==> config.mk <==
export PLATFORM = sky130hd
export DESIGN_NAME = stpf_port_filter
export DESIGN_NICKNAME = d
export VERILOG_FILES = /design/src/stpf_pkg.sv /design/src/stpf_dir_check.sv /design/src/stpf_port_filter.sv
export VERILOG_INCLUDE_DIRS = /design/src
export SDC_FILE = /design/constraint.sdc
export NUM_CORES = 1
export LEC_CHECK = 0
export BUFFER_PORTS_ARGS = -buffer_cell sky130_fd_sc_hd__buf_2
export CAP_MARGIN = 40
export CORE_AREA = 5 5 234 236
export CTS_CLUSTER_SIZE = 25
export DETAILED_ROUTE_END_ITERATION = 6
export DIE_AREA = 0 0 239 241
export PLACE_DENSITY = 0.72
export RECOVER_POWER = 50
export SYNTH_ARGS = -nofsm -noshare
export SYNTH_HDL_FRONTEND = slang
export SYNTH_SLANG_ARGS = --single-unit
==> constraint.sdc <==
create_clock -name aclk -period 6.7 [get_ports aclk]
set_clock_uncertainty 0.2 [all_clocks]
set_input_delay 1.34 -clock aclk [delete_from_list [all_inputs] [get_ports aclk]]
set_output_delay 1.34 -clock aclk [all_outputs]
set_load 0.005 [all_outputs]
==> src/stpf_map.svh <==
`ifndef STPF_MAP_SVH
`define STPF_MAP_SVH

// ****************************************************************
// Register byte offsets
// ****************************************************************
`define STPF_CTRL_OFS        12'h000
`define STPF_SEND_CPU_OFS    12'h004
`define STPF_DEF_VID_OFS     12'h008
`define STPF_CNT_LISTEN_OFS  12'h00C
`define STPF_CNT_LEARN_OFS   12'h010
`define STPF_CNT_BLOCK_OFS   12'h014
`define STPF_PORT_BASE       12'h040
`define STPF_EG_CNT_BASE     12'h080
`define STPF_INST_BASE       12'h100
`define STPF_VLAN_BASE       12'h400

// ****************************************************************
// Field positions
// ****************************************************************
`define STPF_CTRL_EN_BIT     0
`define STPF_CTRL_FWD_BIT    1
`define STPF_PORT_IN_LSB     0
`define STPF_PORT_EG_LSB     4
`define STPF_INST_EG_LSB     16

// ****************************************************************
// Reset values and encodings
// ****************************************************************
`define STPF_SEND_CPU_RST    2'h3
`define STPF_DEF_VID_RST     12'h001
`define STPF_BPDU_ADDR0      48'h0180C2000000
`define STPF_BPDU_ADDR1      48'h01000CCCCCCD
`define STPF_STP_DISABLED    3'h0
`define STPF_STP_BLOCKING    3'h1
`define STPF_STP_LISTENING   3'h2
`define STPF_STP_LEARNING    3'h3
`define STPF_STP_FORWARDING  3'h4
`define STPF_INST_DISCARDING 2'h0
`define STPF_INST_LEARNING   2'h1
`define STPF_INST_FORWARDING 2'h2
`define STPF_RESP_OKAY       2'h0
`define STPF_RESP_SLVERR     2'h2

`endif

==> src/stpf_pkg.sv <==
package stpf_pkg;

  typedef logic [2:0] stpf_stp_t;
  typedef logic [1:0] stpf_inst_t;

  typedef enum logic [1:0] {
    CAUSE_NONE,
    CAUSE_LISTEN,
    CAUSE_LEARN,
    CAUSE_BLOCK
  } stpf_cause_t;

  typedef enum logic [3:0] {
    SEL_CTRL,
    SEL_SEND,
    SEL_DVID,
    SEL_CLISTEN,
    SEL_CLEARN,
    SEL_CBLOCK,
    SEL_PORT,
    SEL_EGCNT,
    SEL_INST,
    SEL_VLAN,
    SEL_NONE
  } stpf_sel_t;

endpackage : stpf_pkg

==> src/stpf_dir_check.sv <==
`timescale 1ns/1ps
`default_nettype none
`include "stpf_map.svh"

module stpf_dir_check
  import stpf_pkg::*;
(
  input  wire logic        filter_en,
  input  wire stpf_stp_t   stp_state,
  input  wire stpf_inst_t  inst_state,
  output logic             pass,
  output logic             learn_ok,
  output var stpf_cause_t  cause
);

  // The single-instance state is judged first so that a drop is charged to it.
  always_comb begin
    pass     = 1'b1;
    learn_ok = 1'b1;
    cause    = CAUSE_NONE;
    if (filter_en) begin
      case (stp_state)
        `STPF_STP_BLOCKING: begin
          pass     = 1'b0;
          learn_ok = 1'b0;
          cause    = CAUSE_BLOCK;
        end
        `STPF_STP_LISTENING: begin
          pass     = 1'b0;
          learn_ok = 1'b0;
          cause    = CAUSE_LISTEN;
        end
        `STPF_STP_LEARNING: begin
          pass  = 1'b0;
          cause = CAUSE_LEARN;
        end
        default: begin
        end
      endcase
      if (pass) begin
        case (inst_state)
          `STPF_INST_DISCARDING: begin
            pass     = 1'b0;
            learn_ok = 1'b0;
            cause    = CAUSE_BLOCK;
          end
          `STPF_INST_LEARNING: begin
            pass  = 1'b0;
            cause = CAUSE_LEARN;
          end
          default: begin
          end
        endcase
      end
    end
  end

endmodule : stpf_dir_check
`default_nettype wire

==> src/stpf_port_filter.sv <==
// The implementer's own choices: the AXI4-Lite slave port and the address map.
`timescale 1ns/1ps
`default_nettype none
`include "stpf_map.svh"


module stpf_port_filter
  import stpf_pkg::*;
#(
  parameter int NPORTS = 4,
  parameter int NINST  = 4,
  parameter int NVLAN  = 16,
  parameter int CW     = 32
) (
  input  wire logic                      aclk,
  input  wire logic                      aresetn,
  input  wire logic                      s_axi_awvalid,
  output logic                           s_axi_awready,
  input  wire logic [11:0]               s_axi_awaddr,
  input  wire logic                      s_axi_wvalid,
  output logic                           s_axi_wready,
  input  wire logic [31:0]               s_axi_wdata,
  input  wire logic [3:0]                s_axi_wstrb,
  output logic                           s_axi_bvalid,
  input  wire logic                      s_axi_bready,
  output logic [1:0]                     s_axi_bresp,
  input  wire logic                      s_axi_arvalid,
  output logic                           s_axi_arready,
  input  wire logic [11:0]               s_axi_araddr,
  output logic                           s_axi_rvalid,
  input  wire logic                      s_axi_rready,
  output logic [31:0]                    s_axi_rdata,
  output logic [1:0]                     s_axi_rresp,
  input  wire logic                      frame_valid,
  input  wire logic [$clog2(NPORTS)-1:0] frame_src_port,
  input  wire logic [$clog2(NPORTS)-1:0] frame_dst_port,
  input  wire logic                      frame_tagged,
  input  wire logic [11:0]               frame_vid,
  input  wire logic [47:0]               frame_dmac,
  input  wire logic                      frame_from_cpu,
  output logic                           verdict_valid,
  output logic                           verdict_forward,
  output logic                           verdict_learn,
  output logic                           verdict_to_cpu,
  output logic                           verdict_drop_ingress,
  output logic                           verdict_drop_egress
);

  localparam int AW = 12;
  localparam int PW = $clog2(NPORTS);
  localparam int IW = $clog2(NINST);
  localparam int VW = $clog2(NVLAN);

  // ****************************************************************
  // State
  // ****************************************************************
  typedef struct packed {
    logic                               filter_en;
    logic                               fwd_cpu;
    logic [1:0]                         send_cpu;
    logic [11:0]                        default_vid;
    logic [NPORTS-1:0][2:0]             in_stp;
    logic [NPORTS-1:0][2:0]             egress_tree_state;
    logic [NINST-1:0][NPORTS-1:0][1:0]  in_inst;
    logic [NINST-1:0][NPORTS-1:0][1:0]  eg_inst;
    logic [NVLAN-1:0][IW-1:0]           instance_table_index;
    logic [CW-1:0]                      cnt_listen;
    logic [CW-1:0]                      cnt_learn;
    logic [CW-1:0]                      cnt_block;
    logic [NPORTS-1:0][CW-1:0]          cnt_egress;
    logic                               aw_got;
    logic                               w_got;
    logic [AW-1:0]                      waddr;
    logic [31:0]                        wdata;
    logic [3:0]                         wstrb;
    logic                               bvalid;
    logic [1:0]                         bresp;
    logic                               rvalid;
    logic [1:0]                         rresp;
    logic [31:0]                        rdata;
    logic                               v_valid;
    logic                               v_forward;
    logic                               v_learn;
    logic                               v_to_cpu;
    logic                               v_drop_in;
    logic                               v_drop_eg;
  } stpf_state_t;

  // Instance states come up Forwarding so single-instance mode works untouched.
  localparam stpf_state_t RST = '{
    send_cpu:             `STPF_SEND_CPU_RST,
    default_vid:          `STPF_DEF_VID_RST,
    in_stp:               {NPORTS{`STPF_STP_DISABLED}},
    egress_tree_state:    {NPORTS{`STPF_STP_DISABLED}},
    in_inst:              {(NINST*NPORTS){`STPF_INST_FORWARDING}},
    eg_inst:              {(NINST*NPORTS){`STPF_INST_FORWARDING}},
    default:              '0
  };

  stpf_state_t q;
  stpf_state_t d;

  // ****************************************************************
  // Address decoding
  // ****************************************************************
  function automatic stpf_sel_t reg_sel(input logic [AW-1:0] a);
    reg_sel = SEL_NONE;
    if (a[1:0] != 2'h0) reg_sel = SEL_NONE;
    else if (a == `STPF_CTRL_OFS) reg_sel = SEL_CTRL;
    else if (a == `STPF_SEND_CPU_OFS) reg_sel = SEL_SEND;
    else if (a == `STPF_DEF_VID_OFS) reg_sel = SEL_DVID;
    else if (a == `STPF_CNT_LISTEN_OFS) reg_sel = SEL_CLISTEN;
    else if (a == `STPF_CNT_LEARN_OFS) reg_sel = SEL_CLEARN;
    else if (a == `STPF_CNT_BLOCK_OFS) reg_sel = SEL_CBLOCK;
    else if (a >= `STPF_PORT_BASE && a < `STPF_PORT_BASE + AW'(NPORTS * 4)) reg_sel = SEL_PORT;
    else if (a >= `STPF_EG_CNT_BASE && a < `STPF_EG_CNT_BASE + AW'(NPORTS * 4)) reg_sel = SEL_EGCNT;
    else if (a >= `STPF_INST_BASE && a < `STPF_INST_BASE + AW'(NINST * 4)) reg_sel = SEL_INST;
    else if (a >= `STPF_VLAN_BASE && a < `STPF_VLAN_BASE + AW'(NVLAN * 4)) reg_sel = SEL_VLAN;
  endfunction : reg_sel

  function automatic logic [7:0] reg_idx(input logic [AW-1:0] a);
    logic [AW-1:0] base;
    case (reg_sel(a))
      SEL_PORT:  base = `STPF_PORT_BASE;
      SEL_EGCNT: base = `STPF_EG_CNT_BASE;
      SEL_INST:  base = `STPF_INST_BASE;
      SEL_VLAN:  base = `STPF_VLAN_BASE;
      default:   base = a;
    endcase
    reg_idx = 8'((a - base) >> 2);
  endfunction : reg_idx

  function automatic logic [31:0] rd_word(input stpf_state_t s, input logic [AW-1:0] a);
    logic [7:0] i;
    i       = reg_idx(a);
    rd_word = '0;
    case (reg_sel(a))
      SEL_CTRL: begin
        rd_word[`STPF_CTRL_EN_BIT]  = s.filter_en;
        rd_word[`STPF_CTRL_FWD_BIT] = s.fwd_cpu;
      end
      SEL_SEND:    rd_word[1:0] = s.send_cpu;
      SEL_DVID:    rd_word[11:0] = s.default_vid;
      SEL_CLISTEN: rd_word[CW-1:0] = s.cnt_listen;
      SEL_CLEARN:  rd_word[CW-1:0] = s.cnt_learn;
      SEL_CBLOCK:  rd_word[CW-1:0] = s.cnt_block;
      SEL_PORT: begin
        rd_word[`STPF_PORT_IN_LSB +: 3] = s.in_stp[i[PW-1:0]];
        rd_word[`STPF_PORT_EG_LSB +: 3] = s.egress_tree_state[i[PW-1:0]];
      end
      SEL_EGCNT:   rd_word[CW-1:0] = s.cnt_egress[i[PW-1:0]];
      SEL_INST: begin
        for (int p = 0; p < NPORTS; p++) begin
          rd_word[2*p +: 2]                     = s.in_inst[i[IW-1:0]][p];
          rd_word[`STPF_INST_EG_LSB + 2*p +: 2] = s.eg_inst[i[IW-1:0]][p];
        end
      end
      SEL_VLAN:    rd_word[IW-1:0] = s.instance_table_index[i[VW-1:0]];
      default:     rd_word = '0;
    endcase
  endfunction : rd_word

  // ****************************************************************
  // Per-direction state checks
  // ****************************************************************
  logic [11:0]  vid_eff;
  logic [IW-1:0] inst_sel;
  logic         in_pass;
  logic         in_learn;
  stpf_cause_t  in_cause;
  logic         eg_pass;
  logic         eg_learn_unused;
  stpf_cause_t  eg_cause_unused;
  logic         bpdu_hit;
  logic         cpu_bypass;

  assign vid_eff  = frame_tagged ? frame_vid : q.default_vid;
  assign inst_sel = q.instance_table_index[vid_eff[VW-1:0]];
  assign bpdu_hit = !frame_from_cpu
                  && ((q.send_cpu[0] && frame_dmac == `STPF_BPDU_ADDR0)
                  ||  (q.send_cpu[1] && frame_dmac == `STPF_BPDU_ADDR1));
  assign cpu_bypass = frame_from_cpu && q.fwd_cpu;

  stpf_dir_check u_ingress (
    .filter_en  (q.filter_en),
    .stp_state  (q.in_stp[frame_src_port]),
    .inst_state (q.in_inst[inst_sel][frame_src_port]),
    .pass       (in_pass),
    .learn_ok   (in_learn),
    .cause      (in_cause)
  );

  stpf_dir_check u_egress (
    .filter_en  (q.filter_en),
    .stp_state  (q.egress_tree_state[frame_dst_port]),
    .inst_state (q.eg_inst[inst_sel][frame_dst_port]),
    .pass       (eg_pass),
    .learn_ok   (eg_learn_unused),
    .cause      (eg_cause_unused)
  );

  // ****************************************************************
  // Next state
  // ****************************************************************
  always_comb begin
    logic [31:0] wv;
    logic [7:0]  wi;
    wv = '0;
    wi = '0;
    d  = q;
    if (s_axi_awvalid && s_axi_awready) begin
      d.aw_got = 1'b1;
      d.waddr  = s_axi_awaddr;
    end
    if (s_axi_wvalid && s_axi_wready) begin
      d.w_got = 1'b1;
      d.wdata = s_axi_wdata;
      d.wstrb = s_axi_wstrb;
    end
    if (q.bvalid && s_axi_bready) begin
      d.bvalid = 1'b0;
    end
    // Counters are read-only; a write to them is accepted and has no effect.
    if (d.aw_got && d.w_got && !q.bvalid) begin
      d.aw_got = 1'b0;
      d.w_got  = 1'b0;
      d.bvalid = 1'b1;
      d.bresp  = (reg_sel(d.waddr) == SEL_NONE) ? `STPF_RESP_SLVERR : `STPF_RESP_OKAY;
      wi       = reg_idx(d.waddr);
      wv       = rd_word(q, d.waddr);
      for (int b = 0; b < 4; b++) begin
        if (d.wstrb[b]) wv[8*b +: 8] = d.wdata[8*b +: 8];
      end
      case (reg_sel(d.waddr))
        SEL_CTRL: begin
          d.filter_en = wv[`STPF_CTRL_EN_BIT];
          d.fwd_cpu   = wv[`STPF_CTRL_FWD_BIT];
        end
        SEL_SEND: d.send_cpu = wv[1:0];
        SEL_DVID: d.default_vid = wv[11:0];
        SEL_PORT: begin
          d.in_stp[wi[PW-1:0]]            = wv[`STPF_PORT_IN_LSB +: 3];
          d.egress_tree_state[wi[PW-1:0]] = wv[`STPF_PORT_EG_LSB +: 3];
        end
        SEL_INST: begin
          for (int p = 0; p < NPORTS; p++) begin
            d.in_inst[wi[IW-1:0]][p] = wv[2*p +: 2];
            d.eg_inst[wi[IW-1:0]][p] = wv[`STPF_INST_EG_LSB + 2*p +: 2];
          end
        end
        SEL_VLAN: d.instance_table_index[wi[VW-1:0]] = wv[IW-1:0];
        default: begin
        end
      endcase
    end
    if (q.rvalid && s_axi_rready) begin
      d.rvalid = 1'b0;
    end
    if (s_axi_arvalid && s_axi_arready) begin
      d.rvalid = 1'b1;
      d.rdata  = rd_word(q, s_axi_araddr);
      d.rresp  = (reg_sel(s_axi_araddr) == SEL_NONE) ? `STPF_RESP_SLVERR : `STPF_RESP_OKAY;
    end
    d.v_valid   = frame_valid;
    d.v_forward = 1'b0;
    d.v_learn   = 1'b0;
    d.v_to_cpu  = 1'b0;
    d.v_drop_in = 1'b0;
    d.v_drop_eg = 1'b0;
    if (frame_valid) begin
      d.v_learn = in_learn;
      if (bpdu_hit) begin
        d.v_to_cpu = 1'b1;
      end else if (!in_pass) begin
        d.v_drop_in = 1'b1;
        case (in_cause)
          CAUSE_LISTEN: d.cnt_listen = q.cnt_listen + CW'(1);
          CAUSE_LEARN:  d.cnt_learn  = q.cnt_learn + CW'(1);
          default:      d.cnt_block  = q.cnt_block + CW'(1);
        endcase
      end else if (!eg_pass && !cpu_bypass) begin
        d.v_drop_eg = 1'b1;
        d.cnt_egress[frame_dst_port] = q.cnt_egress[frame_dst_port] + CW'(1);
      end else begin
        d.v_forward = 1'b1;
      end
    end
  end

  always_ff @(posedge aclk) begin
    if (!aresetn) begin
      q <= RST;
    end else begin
      q <= d;
    end
  end

  // ****************************************************************
  // Outputs
  // ****************************************************************
  assign s_axi_awready        = !q.aw_got && !q.bvalid;
  assign s_axi_wready         = !q.w_got && !q.bvalid;
  assign s_axi_bvalid         = q.bvalid;
  assign s_axi_bresp          = q.bresp;
  assign s_axi_arready        = !q.rvalid;
  assign s_axi_rvalid         = q.rvalid;
  assign s_axi_rdata          = q.rdata;
  assign s_axi_rresp          = q.rresp;
  assign verdict_valid        = q.v_valid;
  assign verdict_forward      = q.v_forward;
  assign verdict_learn        = q.v_learn;
  assign verdict_to_cpu       = q.v_to_cpu;
  assign verdict_drop_ingress = q.v_drop_in;
  assign verdict_drop_egress  = q.v_drop_eg;

  // ****************************************************************
  // Checks
  // ****************************************************************
  logic [NPORTS+2:0] cnt_moved;

  always_comb begin
    cnt_moved[0] = d.cnt_listen != q.cnt_listen;
    cnt_moved[1] = d.cnt_learn != q.cnt_learn;
    cnt_moved[2] = d.cnt_block != q.cnt_block;
    for (int p = 0; p < NPORTS; p++) begin
      cnt_moved[3+p] = d.cnt_egress[p] != q.cnt_egress[p];
    end
  end

  filter_off_a: assert property (@(posedge aclk) disable iff (!aresetn)
    frame_valid && !q.filter_en && !bpdu_hit |=> verdict_forward && verdict_learn)
    else $error("frame not passed while filtering is off");

  bpdu_trap_a: assert property (@(posedge aclk) disable iff (!aresetn)
    frame_valid && bpdu_hit |=> verdict_to_cpu && !verdict_forward && !verdict_drop_ingress)
    else $error("trapped address not sent to the CPU");

  cpu_bypass_a: assert property (@(posedge aclk) disable iff (!aresetn)
    frame_valid && in_pass && !bpdu_hit && frame_from_cpu && q.fwd_cpu |=> verdict_forward)
    else $error("CPU frame held by egress state");

  egress_learn_a: assert property (@(posedge aclk) disable iff (!aresetn)
    frame_valid && in_pass && !eg_pass |=> verdict_learn)
    else $error("learning affected by egress state");

  blocking_drop_a: assert property (@(posedge aclk) disable iff (!aresetn)
    frame_valid && q.filter_en && !bpdu_hit && q.in_stp[frame_src_port] == `STPF_STP_BLOCKING
    |=> verdict_drop_ingress && !verdict_learn && q.cnt_block == $past(q.cnt_block) + CW'(1))
    else $error("blocking state did not drop and count");

  learning_state_a: assert property (@(posedge aclk) disable iff (!aresetn)
    frame_valid && q.filter_en && !bpdu_hit && q.in_stp[frame_src_port] == `STPF_STP_LEARNING
    |=> verdict_learn && !verdict_forward && q.cnt_learn == $past(q.cnt_learn) + CW'(1))
    else $error("learning state verdict wrong");

  one_counter_a: assert property (@(posedge aclk) disable iff (!aresetn)
    $onehot0(cnt_moved) && (|cnt_moved == (frame_valid && !bpdu_hit && !(in_pass && (eg_pass || cpu_bypass)))))
    else $error("drop counter update count wrong");

  egress_count_a: assert property (@(posedge aclk) disable iff (!aresetn)
    verdict_drop_egress
    |-> q.cnt_egress[$past(frame_dst_port)] == $past(q.cnt_egress[frame_dst_port]) + CW'(1))
    else $error("egress drop not counted on its port");

  inst_discard_a: assert property (@(posedge aclk) disable iff (!aresetn)
    frame_valid && q.filter_en && !bpdu_hit && in_cause == CAUSE_BLOCK
    |=> verdict_drop_ingress && q.cnt_block == $past(q.cnt_block) + CW'(1))
    else $error("discarding drop not on blocking counter");

endmodule : stpf_port_filter
`default_nettype wire

==> flow_summary.toml <==
[placement]
dpl.hpwl_mm = 70.3
dp_cells = 3845
numPortBuffers = 157
place_ws_ns = 0.0937
gp_congestion = 1.05

[worst_setup_path]
end_kind = "flop"
cp-startpoint = "s_axi_awvalid"
cp-start-kind = "input port"
cp.arrival_ns = 6.55
critPathKind = "input port to flop"
crit_chain = "clkbuf_1 > or3b_1 > buf_4 > nand4b_1 > a21o_1 > o32ai_1 > o31a_1 > clkbuf_1 > o22ai_1 > nor3_1 > o31ai_1 > clkbuf_2 > o22ai_1"
reg2reg_to = "q[433]"
cp_num_buf_inv = 4
crit_slowest_cell = "o31ai_1"
crit_fanout = 25
r2r_slack_ns = 0.92
cpPeakStageDelay_ns = 1.26
rr_startpoint = "s_axi_bvalid"
r2r_cells = 12
path_delay_family = "compound AO/OA/AOI/OAI gates"
required_ns = 6.96

[clock_tree]
clk_pin_slew_ns = 0.06
numCtsBuffers = 49
cts_max_level = 2
cts.sinks = 439
clk_path_buf_depth = 3
cts_tree = "done"
cts_resized = 0
holdBufCountCts = 0
cts-root-buf = "clkbuf_16"
insertion_delay_ns = 0.63
cts_setup_buffers = 0

[cells_and_area]
area_growth_pct = 11.4
diodes = 0
layout_commonest_cell = "nand2_1"
regMostFlops = "q"
fillers = 4727
drive_gt1_share_pct = 12.5
stdcell_count = 3935
mostFrequentLayoutCells = "nand2_1 (446), dfxtp_1 (439), nor2_1 (338), mux2i_1 (276), a21oi_1 (169)"
finalNetCount = 3348
largest_reg_flops = 397

[yosys]
ys.warnings.count = 0
synth_seq_area_share_pct = 34.0
syn_inst = 3142
synth_edf_count = 0
synth_top_area_share_pct = 34.0
ys.flop_type = "dfxtp_1"
synth.cell_area_sq_um = 25800
ys_top_cells_by_area = "dfxtp_1 (34%), mux2i_1 (11%), nand2_1 (6.5%)"
synth-seq-cells = 439
synth_cell_types = 97
synthArstFlopShare_pct = 0
synth_top_area_cell = "dfxtp_1"
syn_area_per_cell_sq_um = 8.22

[global_route]
grt_pass1_vias = 24864
grt_overflow_total = 0
grt_pass1_wl_mm = 149
grtUsageTotal_pct = 33.0
grt_max_degree = 160
antenna_found_initial = 2

[timing]
tightest_slew_ns = 3.82
maxSlewViolCount = 205
slew_headroom_pct = -155
layout_setup_ws_ns = 0.412
setup_viol = 0
setup_tns_ns = 0
fin_crit_ns = 6.29
max_freq_mhz = 159
rsz0062_at_grt = "no"
hold_violations = 0
period_share_pct = 93.8

[die]
core_area_sq_um = 52200
rows = 84
die_w_microns = 239
initial_core_util_pct = 49.4
die_h_microns = 241
io_pins = 181
fp.dieArea_sq_um = 57600

[pwr]
ir_drop_mv = 0.169
p_leak_nw = 9.92
power.density_nw_per_um2 = 222

[drt]
firstDrtPassIters = 7
drt_iter0_drc = 3836
vias_per_cell = 6.70
drc = 7
drtAntennaViolNets = 0
routed_wl_mm = 99.4
vias = 26377
wl_per_cell_microns = 25.3

[worst_hold_path]
hold_end = "q[89]"
hp-class = "flop to flop"
hold_depth = 2
hold_start = "q[89]"

[status]
failed_checks = "design-rule violations, max-capacitance violations, max-slew violations"
outcome = "finished, violations left"

[run]
maxCapViolCount = 4
worst reg2reg max path, stage by stage, from the launching register on:
cell and delay, ns:
dfxtp_1 0.40, or3b_1 0.45, buf_4 0.26, nand4b_1 0.24, a21o_1 0.36, o32ai_1 0.19
o31a_1 0.36, clkbuf_1 0.70, o22ai_1 0.37, nor3_1 0.11, o31ai_1 1.26, clkbuf_2 0.60
o22ai_1 0.14
metrics by stage:
| stage | instance area (sq um) | hold WS [ns] | util [%] | power, mW |
|---|---|---|---|---|
| 2_1_floorplan | 25800 | 0.232 | - | 3.28 |
| 3_3_place_gp | 27200 | 0.240 | 52.0 | 3.64 |
| 3_5_place_dp | 27300 | 0.255 | 52.2 | 3.67 |
| 4_1_cts | 28900 | 0.262 | 55.3 | 6.37 |
| 5_1_grt | 28800 | 0.284 | 55.1 | 6.55 |
| 6_report | 28800 | 0.265 | 55.1 | 6.39 |
synthesized netlist by cell type (9+ instances only):
cell type,count
a31oi_1,62
nand2b_1,30
nor2_1,339
or4_1,9
o211ai_1,31
nand3_1,76
a222oi_1,21
and2_1,14
o31ai_1,16
dfxtp_1,439
o221ai_1,56
a22oi_1,22
mux2_2,11
or3_1,27
buf_4,46
buf_1,30
nand4_1,36
xnor2_1,60
nor3_1,65
nor4_1,54
nor2b_1,15
and4_1,21
clkbuf_1,157
o32ai_1,15
o21ai_0,122
and3_1,39
inv_1,56
mux4_2,48
buf_2,15
o2111ai_1,9
a221o_1,10
a21oi_1,170
a21o_1,10
o22ai_1,52
nand2_1,446
mux2i_1,278
a221oi_1,23
a211oi_1,32
xor2_1,13
cell type report:
class	instances	area (sq um)	area share, %
clock buffer	76	1460	5.07
clock inverter	14	153	0.531
inverter	57	219	0.761
multi-input combinational	2396	15700	54.7
sequential	439	8790	30.5
tap	688	861	2.99
timing repair buffer	265	1560	5.41
worst max path at each step:
stage               endpoint  slack [ns]  depth (start not counted)
global placement      q[311]        0.18                         17
CTS                   q[251]        0.68                         19
floorplan             q[253]        0.62                         16
global route          q[251]        0.39                         19
finish                q[433]        0.41                         13
detailed placement    q[311]        0.09                         17
cell families (layout without fill, tap and decap cells):
logic type,count (synthesis),count (layout),share of synthesized area [%]
AOI/OAI and AO/OA,746,746,19.7
xor gates and xnor gates,73,73,2.48
adders and majority gates,6,6,0.291
buffers and inverters,308,412,5.31
DFF,439,439,34.0
muxes,342,342,15.9
other,1,2,0.0145
and+or+nand+nor,1227,1227,22.3
where the power goes:
part	total [mW]	switching [mW]	leakage, nW	internal, mW
Sequential	2.67	0.0266	3.54	2.64
Combinational	0.982	0.704	5.58	0.278
Clock	2.74	1.16	0.797	1.58
Total	6.39	1.89	9.92	4.50
per-layer routing:
metal  up-vias  GRT usage (%)  routed length, microns
met5         -              0                      13
met4         2           13.7                    4750
met3       314           8.79                   12700
li1      11713              -                       -
met2      1768           51.0                   43200
met1     12580           44.0                   38700
Note: power is estimated with default switching activity, not from simulation.
